### config.mk
export PLATFORM = sky130hd
export DESIGN_NAME = ctis_top
export DESIGN_NICKNAME = d
export VERILOG_FILES = /design/src/rtl/ctis_pkg.sv /design/src/rtl/ctis_sync.sv /design/src/rtl/ctis_div16.sv /design/src/rtl/ctis_top.sv
export VERILOG_INCLUDE_DIRS = /design/src /design/src/rtl
export SDC_FILE = /design/constraint.sdc
export NUM_CORES = 1
export LEC_CHECK = 0
export ABC_CLOCK_PERIOD_IN_PS = 4500
export BUFFER_PORTS_ARGS = -buffer_cell sky130_fd_sc_hd__clkbuf_2
export CAP_MARGIN = 20
export CORE_MARGIN = 1
export CORE_UTILIZATION = 55
export CTS_CLUSTER_SIZE = 14
export DETAILED_ROUTE_END_ITERATION = 10
export PLACE_DENSITY = 0.93
export SLEW_MARGIN = 30
export SYNTH_ARGS = -nofsm -noshare
export SYNTH_HDL_FRONTEND = slang
export SYNTH_SLANG_ARGS = --single-unit
### constraint.sdc
create_clock -name clk_sys -period 4.5 [get_ports clk_sys]
set_clock_uncertainty 0.1 [all_clocks]
set_input_delay 0.225 -clock clk_sys [delete_from_list [all_inputs] [get_ports clk_sys]]
set_output_delay 0.225 -clock clk_sys [all_outputs]
set_load 0.01 [all_outputs]
### src/rtl/ctis_defs.svh
// Constants for the counter/timer and interrupt status block
`ifndef CTIS_DEFS_SVH
`define CTIS_DEFS_SVH
// Bus geometry
`define CTIS_AW          8
`define CTIS_DW          32
`define CTIS_IDX_HI      5
`define CTIS_IDX_LO      2
`define CTIS_TOP_HI      7
`define CTIS_TOP_LO      6
`define CTIS_LANE_HI     1
`define CTIS_LANE_LO     0
`define CTIS_TOP_ZERO    2'h0
`define CTIS_LANE_ZERO   2'h0
`define CTIS_PAD         24'h000000
// Register indexes, byte address is four times the index
`define CTIS_IDX_CRA     4'h2
`define CTIS_IDX_ACR     4'h4
`define CTIS_IDX_ISR     4'h5
`define CTIS_IDX_IMR     4'h5
`define CTIS_IDX_CTU     4'h6
`define CTIS_IDX_CT_PRESET_UPPER    4'h6
`define CTIS_IDX_CTL     4'h7
`define CTIS_IDX_CT_PRESET_LOWER    4'h7
`define CTIS_IDX_OUTPUT_CONFIG_REG    4'hd
`define CTIS_IDX_START   4'he
`define CTIS_IDX_STOP    4'hf
// Field positions
`define CTIS_ACR_HI      6
`define CTIS_ACR_LO      4
`define CTIS_OUTPUT_CONFIG_REG_HI     3
`define CTIS_OUTPUT_CONFIG_REG_LO     2
`define CTIS_CMD_HI      7
`define CTIS_CMD_LO      4
`define CTIS_MODE_TIMER  2
// Commands
`define CTIS_CMD_TO_OFF  8'hc0
`define CTIS_CMD_BRK_RST 4'h5
// General output 3 source select
`define CTIS_OP3_OPR     2'h0
`define CTIS_OP3_CT      2'h1
`define CTIS_OP3_TXB     2'h2
`define CTIS_OP3_RXB     2'h3
// Counter clock sources
`define CTIS_SRC_IP2     3'h0
`define CTIS_SRC_TXCA    3'h1
`define CTIS_SRC_TXCB    3'h2
`define CTIS_SRC_X1D_C   3'h3
`define CTIS_SRC_IP2_T   3'h4
`define CTIS_SRC_IP2D    3'h5
`define CTIS_SRC_X1      3'h6
`define CTIS_SRC_X1D     3'h7
// Synchronised pin vector: ip2, txca, txcb, x1
`define CTIS_NSRC        4
`define CTIS_PIN_IP2     0
`define CTIS_PIN_TXCA    1
`define CTIS_PIN_TXCB    2
`define CTIS_PIN_X1      3
// Counts and reset values
`define CTIS_DIV_LAST    4'hf
`define CTIS_DIV_ZERO    4'h0
`define CTIS_CNT_ONE     16'h0001
`define CTIS_CNT_ZERO    16'h0000
`define CTIS_RST_BYTE    8'h00
`define CTIS_RST_ACR     3'h0
`define CTIS_RST_OUTPUT_CONFIG_REG    2'h0
`define CTIS_RST_SRC     4'h0
`endif

### src/rtl/ctis_pkg.sv
// Types and state records for the counter/timer and interrupt status block
`include "ctis_defs.svh"
package ctis_pkg;
  typedef enum logic {CTIS_IDLE, CTIS_RUN} ctis_run_t;

  typedef struct packed {
    logic                  ack;
    logic [7:0]            prdata;
    logic [7:0]            irq_mask;
    logic [7:0]            ct_preset_upper;
    logic [7:0]            ct_preset_lower;
    logic [2:0]            ct_mode;
    logic [1:0]            op3_sel;
    logic [15:0]           count;
    ctis_run_t             run;
    logic                  wave;
    logic                  tc;
    logic                  half;
    logic                  isr_ctr;
    logic                  isr_brk_a;
    logic                  isr_rx_a;
    logic                  pop_d;
    logic [`CTIS_NSRC-1:0] src_d;
    logic                  irq_n;
    logic                  op3_o;
    logic                  op3_oe;
  } ctis_state_t;

  typedef struct packed {
    logic [`CTIS_NSRC-1:0] s1;
    logic [`CTIS_NSRC-1:0] s2;
  } ctis_sync_t;

  typedef struct packed {
    logic [3:0] cnt;
    logic       out;
  } ctis_div_t;
endpackage

### src/rtl/ctis_sync.sv
// Two-stage synchroniser for the counter clock source pins
`timescale 1ns/1ps
`include "ctis_defs.svh"
module ctis_sync
  import ctis_pkg::*;
(
  input  wire logic                  clk_sys,
  input  wire logic                  rstn,
  input  wire logic [`CTIS_NSRC-1:0] pin_in,
  output logic      [`CTIS_NSRC-1:0] pin_sync
);
  ctis_sync_t st;
  ctis_sync_t nxt_st;

  // First stage feeds only the second stage
  always_comb begin
    nxt_st    = st;
    nxt_st.s1 = pin_in;
    nxt_st.s2 = st.s1;
  end

  // State register
  always_ff @(posedge clk_sys) begin
    if (!rstn) begin
      st <= '{s1: `CTIS_RST_SRC, s2: `CTIS_RST_SRC};
    end else begin
      st <= nxt_st;
    end
  end

  assign pin_sync = st.s2;
endmodule

### src/rtl/ctis_div16.sv
// Divide-by-sixteen of a tick pulse train
`timescale 1ns/1ps
`include "ctis_defs.svh"
module ctis_div16
  import ctis_pkg::*;
(
  input  wire logic clk_sys,
  input  wire logic rstn,
  input  wire logic tick_in,
  output logic      tick_out
);
  ctis_div_t st;
  ctis_div_t nxt_st;

  // One output pulse per sixteen input pulses
  always_comb begin
    nxt_st     = st;
    nxt_st.out = 1'b0;
    if (tick_in) begin
      nxt_st.cnt = st.cnt + 4'h1;
      nxt_st.out = (st.cnt == `CTIS_DIV_LAST);
    end
  end

  // State register
  always_ff @(posedge clk_sys) begin
    if (!rstn) begin
      st <= '{cnt: `CTIS_DIV_ZERO, out: 1'b0};
    end else begin
      st <= nxt_st;
    end
  end

  assign tick_out = st.out;
endmodule

### src/rtl/ctis_top.sv
// Counter/timer with interrupt status, mask and APB register slave
//
// The register offsets and the APB slave port were left to the implementer.
`timescale 1ns/1ps
`include "ctis_defs.svh"
module ctis_top
  import ctis_pkg::*;
(
  input  wire logic                clk_sys,
  input  wire logic                rstn,
  input  wire logic                psel,
  input  wire logic                penable,
  input  wire logic                pwrite,
  input  wire logic [`CTIS_AW-1:0] paddr,
  input  wire logic [`CTIS_DW-1:0] pwdata,
  output logic      [`CTIS_DW-1:0] prdata,
  output logic                     pready,
  output logic                     pslverr,
  input  wire logic                tx_ready_a,
  input  wire logic                tx_ready_b,
  input  wire logic                rx_a_int_sel,
  input  wire logic                rx_a_push,
  input  wire logic                rx_a_full,
  input  wire logic                rx_a_nonempty,
  input  wire logic                rx_a_pop,
  input  wire logic                brk_change_a,
  input  wire logic                chan_b_rx_irq,
  input  wire logic                chan_b_brk_irq,
  input  wire logic                ip_change_irq,
  input  wire logic                opr_bit3,
  input  wire logic                chan_b_tx_clk,
  input  wire logic                chan_b_rx_clk,
  input  wire logic                ip2_pin,
  input  wire logic                txca_pin,
  input  wire logic                txcb_pin,
  input  wire logic                x1_pin,
  output logic                     irq_out_n,
  output logic                     general_out_3_o,
  output logic                     general_out_3_oe,
  output logic      [7:0]          interrupt_status_reg,
  output logic                     ct_running
);
  ctis_state_t st;
  ctis_state_t nxt_st;

  logic [`CTIS_NSRC-1:0] pin_sync;
  logic [`CTIS_NSRC-1:0] pin_rise;
  logic                  ip2_div;
  logic                  x1_div;
  logic                  access;
  logic                  done;
  logic                  rd_ok;
  logic                  wr_ok;
  logic                  wr_cra;
  logic                  wr_acr;
  logic                  wr_imr;
  logic                  wr_ct_preset_upper;
  logic                  wr_ct_preset_lower;
  logic                  wr_output_config_reg;
  logic                  rd_start;
  logic                  rd_stop;
  logic                  tick;
  logic                  timer_mode;
  logic                  ct_out;
  logic                  ctr_set;
  logic                  ctr_clr;
  logic                  rx_set;
  logic                  brk_clr;
  logic [7:0]            irq_status;
  logic [15:0]           preset;

  // Word decode of a register index on the APB address
  function automatic logic idx_hit(input logic [`CTIS_AW-1:0] a, input logic [3:0] idx);
    idx_hit = (a[`CTIS_TOP_HI:`CTIS_TOP_LO] == `CTIS_TOP_ZERO) &&
              (a[`CTIS_LANE_HI:`CTIS_LANE_LO] == `CTIS_LANE_ZERO) &&
              (a[`CTIS_IDX_HI:`CTIS_IDX_LO] == idx);
  endfunction

  // Counter clock pick from the mode and source field
  function automatic logic src_tick(input logic [2:0] mode,
                                    input logic [`CTIS_NSRC-1:0] rise,
                                    input logic ip2d,
                                    input logic x1d);
    case (mode)
      `CTIS_SRC_IP2:   src_tick = rise[`CTIS_PIN_IP2];
      `CTIS_SRC_TXCA:  src_tick = rise[`CTIS_PIN_TXCA];
      `CTIS_SRC_TXCB:  src_tick = rise[`CTIS_PIN_TXCB];
      `CTIS_SRC_X1D_C: src_tick = x1d;
      `CTIS_SRC_IP2_T: src_tick = rise[`CTIS_PIN_IP2];
      `CTIS_SRC_IP2D:  src_tick = ip2d;
      `CTIS_SRC_X1:    src_tick = rise[`CTIS_PIN_X1];
      `CTIS_SRC_X1D:   src_tick = x1d;
      default:         src_tick = 1'b0;
    endcase
  endfunction

  // Source pins cross into the system clock before any use
  ctis_sync u_sync (
    .clk_sys  (clk_sys),
    .rstn     (rstn),
    .pin_in   ({x1_pin, txcb_pin, txca_pin, ip2_pin}),
    .pin_sync (pin_sync)
  );

  // Rising edge per synchronised source
  genvar gi;
  generate
    for (gi = 0; gi < `CTIS_NSRC; gi = gi + 1) begin : g_rise
      assign pin_rise[gi] = pin_sync[gi] & ~st.src_d[gi];
    end
  endgenerate

  // Divided sources for the divide-by-sixteen selections
  ctis_div16 u_div_ip2 (
    .clk_sys  (clk_sys),
    .rstn     (rstn),
    .tick_in  (pin_rise[`CTIS_PIN_IP2]),
    .tick_out (ip2_div)
  );

  ctis_div16 u_div_x1 (
    .clk_sys  (clk_sys),
    .rstn     (rstn),
    .tick_in  (pin_rise[`CTIS_PIN_X1]),
    .tick_out (x1_div)
  );

  // APB phase tracking: one wait state, effects at the pready edge
  assign access = psel & penable;
  assign done   = access & st.ack;
  assign pready = st.ack;

  // Legal reads and writes per index
  assign rd_ok = idx_hit(paddr, `CTIS_IDX_ISR) | idx_hit(paddr, `CTIS_IDX_CTU) |
                 idx_hit(paddr, `CTIS_IDX_CTL) | idx_hit(paddr, `CTIS_IDX_START) |
                 idx_hit(paddr, `CTIS_IDX_STOP);
  assign wr_ok = idx_hit(paddr, `CTIS_IDX_CRA) | idx_hit(paddr, `CTIS_IDX_ACR) |
                 idx_hit(paddr, `CTIS_IDX_IMR) | idx_hit(paddr, `CTIS_IDX_CT_PRESET_UPPER) |
                 idx_hit(paddr, `CTIS_IDX_CT_PRESET_LOWER) | idx_hit(paddr, `CTIS_IDX_OUTPUT_CONFIG_REG);
  assign pslverr = st.ack & (pwrite ? ~wr_ok : ~rd_ok);

  // Completed accesses that act
  assign wr_cra   = done & pwrite & idx_hit(paddr, `CTIS_IDX_CRA);
  assign wr_acr   = done & pwrite & idx_hit(paddr, `CTIS_IDX_ACR);
  assign wr_imr   = done & pwrite & idx_hit(paddr, `CTIS_IDX_IMR);
  assign wr_ct_preset_upper  = done & pwrite & idx_hit(paddr, `CTIS_IDX_CT_PRESET_UPPER);
  assign wr_ct_preset_lower  = done & pwrite & idx_hit(paddr, `CTIS_IDX_CT_PRESET_LOWER);
  assign wr_output_config_reg  = done & pwrite & idx_hit(paddr, `CTIS_IDX_OUTPUT_CONFIG_REG);
  assign rd_start = done & ~pwrite & idx_hit(paddr, `CTIS_IDX_START);
  assign rd_stop  = done & ~pwrite & idx_hit(paddr, `CTIS_IDX_STOP);

  // Mode and count clock
  assign timer_mode = st.ct_mode[`CTIS_MODE_TIMER];
  assign tick       = src_tick(st.ct_mode, pin_rise, ip2_div, x1_div);
  assign preset     = {st.ct_preset_upper, st.ct_preset_lower};

  // Counter/timer output level before the pin mux
  assign ct_out = timer_mode ? st.wave : ~st.tc;

  // Live status vector, unmasked
  assign irq_status = {ip_change_irq, chan_b_brk_irq, chan_b_rx_irq,
                tx_ready_b, st.isr_ctr, st.isr_brk_a, st.isr_rx_a, tx_ready_a};

  // Event sources for the sticky status bits
  assign ctr_clr = rd_stop | (wr_cra & (pwdata[7:0] == `CTIS_CMD_TO_OFF));
  assign brk_clr = wr_cra & (pwdata[`CTIS_CMD_HI:`CTIS_CMD_LO] == `CTIS_CMD_BRK_RST);
  assign rx_set  = rx_a_int_sel ? (rx_a_push & rx_a_full) :
                   (rx_a_push | (st.pop_d & rx_a_nonempty));

  // Next-state logic
  always_comb begin
    nxt_st       = st;
    ctr_set      = 1'b0;
    nxt_st.src_d = pin_sync;
    nxt_st.pop_d = rx_a_pop;

    // Bus handshake and read data capture
    nxt_st.ack = access & ~st.ack;
    if (access & ~st.ack & ~pwrite) begin
      nxt_st.prdata = `CTIS_RST_BYTE;
      if (idx_hit(paddr, `CTIS_IDX_ISR)) begin
        nxt_st.prdata = irq_status;
      end else if (idx_hit(paddr, `CTIS_IDX_CTU)) begin
        nxt_st.prdata = st.count[15:8];
      end else if (idx_hit(paddr, `CTIS_IDX_CTL)) begin
        nxt_st.prdata = st.count[7:0];
      end
    end

    // Register writes
    if (wr_imr) begin
      nxt_st.irq_mask = pwdata[7:0];
    end
    if (wr_ct_preset_upper) begin
      nxt_st.ct_preset_upper = pwdata[7:0];
    end
    if (wr_ct_preset_lower) begin
      nxt_st.ct_preset_lower = pwdata[7:0];
    end
    if (wr_acr) begin
      nxt_st.ct_mode = pwdata[`CTIS_ACR_HI:`CTIS_ACR_LO];
    end
    if (wr_output_config_reg) begin
      nxt_st.op3_sel = pwdata[`CTIS_OUTPUT_CONFIG_REG_HI:`CTIS_OUTPUT_CONFIG_REG_LO];
    end

    // Counter/timer sequencing
    if (rd_start) begin
      nxt_st.run   = CTIS_RUN;
      nxt_st.count = preset;
      nxt_st.wave  = 1'b1;
      nxt_st.tc    = 1'b0;
      nxt_st.half  = 1'b0;
    end else if ((st.run == CTIS_RUN) && tick) begin
      if (timer_mode && (st.count <= `CTIS_CNT_ONE)) begin
        // Count at one or less: reload for the next half-period
        nxt_st.count = preset;
        nxt_st.wave  = ~st.wave;
        nxt_st.half  = ~st.half;
        ctr_set      = st.half;
      end else begin
        nxt_st.count = st.count - `CTIS_CNT_ONE;
        if (!timer_mode && (st.count == `CTIS_CNT_ONE)) begin
          nxt_st.tc = 1'b1;
          ctr_set   = 1'b1;
        end
      end
    end

    // Stop halts only the counter mode
    if (rd_stop && !timer_mode) begin
      nxt_st.run = CTIS_IDLE;
      nxt_st.tc  = 1'b0;
    end

    // Sticky status bits, set wins over clear
    nxt_st.isr_ctr   = ctr_set | (st.isr_ctr & ~ctr_clr);
    nxt_st.isr_brk_a = brk_change_a | (st.isr_brk_a & ~brk_clr);
    nxt_st.isr_rx_a  = rx_set | (st.isr_rx_a & ~rx_a_pop);

    // Masked interrupt, active low
    nxt_st.irq_n = ~|(irq_status & st.irq_mask);

    // General output 3 source mux, mask has no say here
    case (st.op3_sel)
      `CTIS_OP3_OPR: begin
        nxt_st.op3_o  = ~opr_bit3;
        nxt_st.op3_oe = 1'b1;
      end
      `CTIS_OP3_CT: begin
        nxt_st.op3_o  = 1'b0;
        nxt_st.op3_oe = ~ct_out;
      end
      `CTIS_OP3_TXB: begin
        nxt_st.op3_o  = chan_b_tx_clk;
        nxt_st.op3_oe = 1'b1;
      end
      `CTIS_OP3_RXB: begin
        nxt_st.op3_o  = chan_b_rx_clk;
        nxt_st.op3_oe = 1'b1;
      end
      default: begin
        nxt_st.op3_o  = 1'b1;
        nxt_st.op3_oe = 1'b0;
      end
    endcase
  end

  // State register, synchronous reset
  always_ff @(posedge clk_sys) begin
    if (!rstn) begin
      st <= '{ack: 1'b0, prdata: `CTIS_RST_BYTE, irq_mask: `CTIS_RST_BYTE,
              ct_preset_upper: `CTIS_RST_BYTE, ct_preset_lower: `CTIS_RST_BYTE,
              ct_mode: `CTIS_RST_ACR, op3_sel: `CTIS_RST_OUTPUT_CONFIG_REG,
              count: `CTIS_CNT_ZERO, run: CTIS_IDLE,
              wave: 1'b1, tc: 1'b0, half: 1'b0,
              isr_ctr: 1'b0, isr_brk_a: 1'b0, isr_rx_a: 1'b0,
              pop_d: 1'b0, src_d: `CTIS_RST_SRC,
              irq_n: 1'b1, op3_o: 1'b1, op3_oe: 1'b0};
    end else begin
      st <= nxt_st;
    end
  end

  // Outputs
  assign prdata               = {`CTIS_PAD, st.prdata};
  assign irq_out_n            = st.irq_n;
  assign general_out_3_o      = st.op3_o;
  assign general_out_3_oe     = st.op3_oe;
  assign interrupt_status_reg = irq_status;
  assign ct_running           = (st.run == CTIS_RUN);
endmodule

Word level (Yosys, flattened, before mapping)
Cells that the tools add are included.

Register bits: 87. Word-level logic and storage cells: 157. Output and inout port bits: 46.

Eq/ne operators: 23. Order comparisons: 1. $add $sub $neg: 3. Muxes and demuxes: 15. Bitwise operators: 59. Reduce and logical (&&, ||, !) cells: 30.

Operators with widths (number): two-way mux 16 bit (3); bitwise AND 1 bit (26); two-way mux 8 bit (3); equality test 4 x 3 -> 1 bit, second input constant (5); equality test 4 bit, second input constant (5); inverter 1 bit (18); equality test 16 x 1 -> 1 bit, second input constant (1); less-or-equal comparator 16 x 1 -> 1 bit, second input constant (1); subtractor 16 x 1 -> 16 bit, second input constant (1); OR 1 bit (14); logical AND 1 bit (13); equality test 3 bit, second input constant (4); adder 4 x 1 -> 4 bit, second input constant (2); bitwise AND 8 bit (1); equality test 8 bit, second input constant (1); case mux 2 bit (4 select lines) (1); OR reduction 2 bit (4); OR reduction 8 bit (1); two-way mux 1 bit (7); equality test 3 x 2 -> 1 bit, second input constant (2); zero test 2 bit (3); case mux 1 bit (6 select lines) (1); AND reduction 2 bit (3); equality test 2 bit, second input constant (2); other kinds (8) (9).

Logic depth before layout (Yosys ltp)
Depth after elaboration: 11. Depth in mapped cells: 9.

Hierarchy
A second synthesis with hierarchy kept.

Cell total of the unflattened synthesis: 532. Area total of the unflattened synthesis: 4435.5 µm².

Modules (own cells, without submodules): ctis_top (times used 1, area each 3799.9 µm², cells an instance 474); ctis_div16 (times used 2, area each 212.7 µm², cells an instance 21); ctis_sync (times used 1, area each 210.2 µm², cells an instance 16).

Least setup slack after synthesis
No wires, ideal clock.

Path kind: register -> register. From: register st[15] (netlist name). To: register st[25] (netlist name). Data arrival time: 2.102 ns. Library setup time: 0.129 ns. Cell stages (with the launch flop): 10. Slack: 2.169 ns. Path buffers: 1. Cell sequence: dfxtp_1 -> inv_1 -> ha_1 -> or4b_2 -> clkbuf_1 -> or2_2 -> nor3_1 -> o22ai_1 -> a32oi_1 -> o22ai_1.

Longest elaborated chain between the ends: 5. Elaborated cells between the ends (all ways): 6. Classes of those cells: 1 x add/sub; 1 x order compare; 3 x mux; 1 x reduce/logical.

Ends and longest elaborated chain: from (decl) (RTL line ctis_top.sv:43) `ctis_state_t st;`; from (signal assigned) (RTL line ctis_top.sv:272) `` st <= '{ack: 1'b0, prdata: `CTIS_RST_BYTE, irq_mask: `CTIS_RST_BYTE, ``; from (signal assigned) (RTL line ctis_top.sv:281) `st <= nxt_st;`; less-or-equal comparator 16 x 1 -> 1 bit (no source line); logical AND 1 bit (RTL line ctis_top.sv:215) `` if (timer_mode && (st.count <= `CTIS_CNT_ONE)) begin ``; two-way mux 16 bit (*) (RTL line ctis_top.sv:215); two-way mux 16 bit (*) (RTL line ctis_top.sv:214) `end else if ((st.run == CTIS_RUN) && tick) begin`; two-way mux 16 bit (*) (RTL line ctis_top.sv:208) `if (rd_start) begin`.

Every way passes the cells marked *; elsewhere a longest branch is shown, timed or not. The select of a mux whose other input is x is not followed. A chain may end at the register's enable or synchronous reset.

Worst setup path after layout
From: register st[35] (netlist name). To: register st[15] (netlist name).

Longest elaborated chain between the ends: 5. Elaborated cells between the ends (all ways): 17. Classes of those cells: 7 x eq/ne; 4 x mux; 6 x reduce/logical.

Ends and longest elaborated chain: equality test 3 bit (tied with other cells) (RTL line ctis_top.sv:84) `case (mode)`; OR reduction 2 bit (no source line); case mux 1 bit (6 select lines) (RTL line ctis_top.sv:84); logical AND 1 bit (RTL line ctis_top.sv:214); nonzero test 2 bit (no source line).

Parallel ways exist; a longest one is shown, timed or not. The select of a mux whose other input is x is not followed.

==> results.py <==
metrics = {
    "power_and_ir_drop": {
        "switching_power_uw": 382,
        "irDropWorstVdd_mv": 0.321,
        "combPwrFrac_pct": 7.1,
        "p_clk_share_pct": 38.0,
        "intPower_uw": 1040,
        "power_frac_seq_pct": 54.9,
        "sw_frac_of_total_pct": 26.8,
        "p_leak_uw": 0.00189,
        "power_density_nw_per_um2": 301,
    },
    "synthesis": {
        "synth.most_common_cell": "dfxtp_1",
        "synthAdderAreaFrac_pct": 1.16,
        "ys_types": 60,
        "synth_top_flop_cell": "dfxtp_1",
        "yosys_warnings": 0,
        "synth_top_area_share_pct": 40.2,
        "synthTopCellsByCount": "dfxtp_1, nor2_1, a21oi_1",
        "synth_top_cell_by_area": "dfxtp_1",
        "yosysSeqAreaShare_pct": 40.2,
        "synth-seq-cells": 87,
        "yosys-top-cells-area": "dfxtp_1, mux2i_1, buf_4",
        "async_flop_share_pct": 0,
        "yosys.area_share.simple_pct": 23.1,
        "synth-compound-area-share_pct": 14.2,
        "synthXorXnorAreaFrac_pct": 1.62,
        "avgSynthCellArea_um2": 8.46,
        "synth_edf_count": 0,
        "syn-cell-area_um2": 4330,
        "netlist_instances": 512,
        "synth_top_family_by_area": "simple AND/OR/NAND/NOR gates",
        "synth_mux_area_share_pct": 9.01,
    },
    "outcome": {
        "status": "completed",
    },
    "worst_setup_path": {
        "slowest_delay_ns": 0.80,
        "crit_arrival_ns": 2.88,
        "crit_top_cell": "o21ai_0",
        "critPathSlowestCell": "nor2_1",
        "cp_cell_sequence": "inv_1 -> o21ai_0 -> a21oi_1 -> nor2_1 -> o21ai_0 -> a311o_1",
        "path_buf_inv": 1,
        "setup.worst_path.class": "reg -> reg",
        "worstPathRequired_ns": 4.66,
        "path_delay_family": "compound AO/OA/AOI/OAI gates",
        "cp_max_fo": 12,
        "endpoint_kind": "register",
        "critical_path.startpoint_type": "register",
    },
    "die": {
        "die_h_um": 90.7,
        "rows": 31,
        "coreArea_um2": 7450,
        "boundaryPins": 109,
        "initial_core_util_pct": 58.1,
        "die_w_um": 90.7,
        "dieArea_um2": 8230,
    },
    "route": {
        "drt_iter0_markers": 631,
        "route.detailed.drc": 0,
        "wl_mm": 11.0,
        "via_count": 3992,
        "routedWlPerCell_um": 16.8,
        "antenna_left": 0,
        "firstDrtPassIters": 6,
        "via_per_inst": 6.09,
    },
    "placed_design": {
        "gp_congestion": 0.977,
        "numPortBuffers": 60,
        "dp_hpwl_mm": 7.59,
        "placed_cells": 631,
    },
    "timing": {
        "setup_tns_ns": 0,
        "relSlewSlack_pct": 38.8,
        "grt_setup_unrepaired": "no",
        "fmax_mhz": 367,
        "worst_pin_slew_ns": 0.912,
        "min_period_ns": 2.72,
        "setup_viol": 0,
        "finalCritPeriodShare_pct": 60.5,
        "hold_violations": 0,
        "final_max_slew_viol_count": 0,
    },
    "layout": {
        "fin_cells": 656,
        "nNetsFinal": 619,
        "largest_reg_flops": 37,
        "regMostFlops": "st",
        "area_growth_pct": 9.36,
        "diodes": 0,
        "num-fill-cells": 596,
        "drive_gt1_share_pct": 16.7,
    },
    "global_routing": {
        "grt_max_degree": 38,
        "grt_pass1_vias": 3655,
        "grt_pass1_wl_mm": 17.7,
        "antenna_found_initial": 0,
        "overflow": 0,
        "grt_use_total_pct": 27.1,
    },
    "cts": {
        "cts_max_level": 3,
        "cts_tree": "done",
        "clkTransAtPathRegs_ns": 0.10,
        "clock_path_buffers": 2,
        "clock_tree.root_cell": "clkbuf_8",
        "cts_buffers": 9,
        "clock_latency_ns": 0.37,
        "postCtsSetupBuffers": 0,
        "cts_sinks": 87,
    },
    "hold_path": {
        "hp-class": "in -> reg",
    },
    "flow_run": {
        "timing.max_cap.violations": 0,
    },
}
## routing by layer
layer | track usage [%] | vias to the layer above | wire, µm
met5 | 0 | - | 0
met2 | 44.8 | 281 | 5260
met4 | 11.8 | 0 | 357
li1 | - | 1813 | -
met3 | 6.99 | 39 | 1100
met1 | 33.2 | 1859 | 4330
## per-stage QoR
| step | total power (µW) | instance area (µm²) | hold slack, ns | setup slack (ns) | util [%] |
|---|---|---|---|---|---|
| 6_report | 1430 | 4740 | 0.0409 | 1.78 | 63.6 |
| 5_1_grt | 1470 | 4740 | 0.0835 | 1.49 | 63.6 |
| 4_1_cts | 1420 | 4740 | 0.0326 | 1.89 | 63.6 |
| 3_5_place_dp | 892 | 4450 | 0.325 | 1.81 | 59.7 |
| 3_3_place_gp | 888 | 4450 | 0.316 | 1.93 | 59.7 |
| 2_1_floorplan | 871 | 4420 | 0.242 | 2.17 | - |
## cells in the final DEF (no fill, tap or decap), drive strengths merged, types with 7 or more instances in the layout
master and instances:
o21ai 16, dlygate4sd3 9, mux2i 39, nand2 29, nor4 7, inv 18, clkbuf 70, dfxtp 87
nor2 72, o22ai 11, and2 14, nor2b 7, a21oi 43, or3 13, nor3 15, conb 24
## worst reg2reg max path: stages (launching register included)
cell and delay, ns:
dfxtp_1 0.58, inv_1 0.12, o21ai_0 0.17, a21oi_1 0.28
nor2_1 0.80, o21ai_0 0.18, a311o_1 0.37
## logic make-up (layout without fill, tap and decap cells)
| logic type | count (synthesis) | count (layout) |
|---|---|---|
| buf+inv | 79 | 101 |
| simple gates | 194 | 194 |
| flops | 87 | 87 |
| mux | 39 | 39 |
| other cells | 1 | 24 |
| fa+ha+maj | 4 | 4 |
| compound gates | 100 | 100 |
| xor+xnor | 8 | 8 |
## layout make-up
type	instances	area, µm²	area share [%]
timing repair buffer	71	405	8.56
inverter	14	52.6	1.11
sequential	87	1740	36.8
clock buffer	10	138	2.91
multi-input combinational	369	2220	46.8
clock inverter	6	58.8	1.24
tap	99	124	2.62
## path summary, 6_finish.rpt
check	endpoint	slack [ns]	cells after the start	from
max	st[15]$_SDFFE_PN0P_	1.78	6	st[35]$_SDFFE_PN0P_
min	general_out_3_o$_SDFF_PN1_	0.04	3	chan_b_tx_clk
max reg2reg	st[15]$_SDFFE_PN0P_	1.78	6	st[35]$_SDFFE_PN0P_
min reg2reg	u_sync.pin_sync[1]$_SDFF_PN0_	0.34	1	u_sync.nxt_st[1]$_SDFF_PN0_
## power groups by stage
stage                     sequential (µW)  clock, µW  combinational, µW
after global placement                801          0               87.5
after floorplan                       800          0               71.3
after CTS                             783        543               98.4
after global routing                  785        578                109
final                                 783        541                101
after detailed placement              801          0               91.1
## what timing repair did
action | in CTS | in global routing
hold buffers | 9 | 0
hold endpoints to repair | 8 | 0
gates resized for setup | 0 | 0
Power figures use the tool's default switching activity.
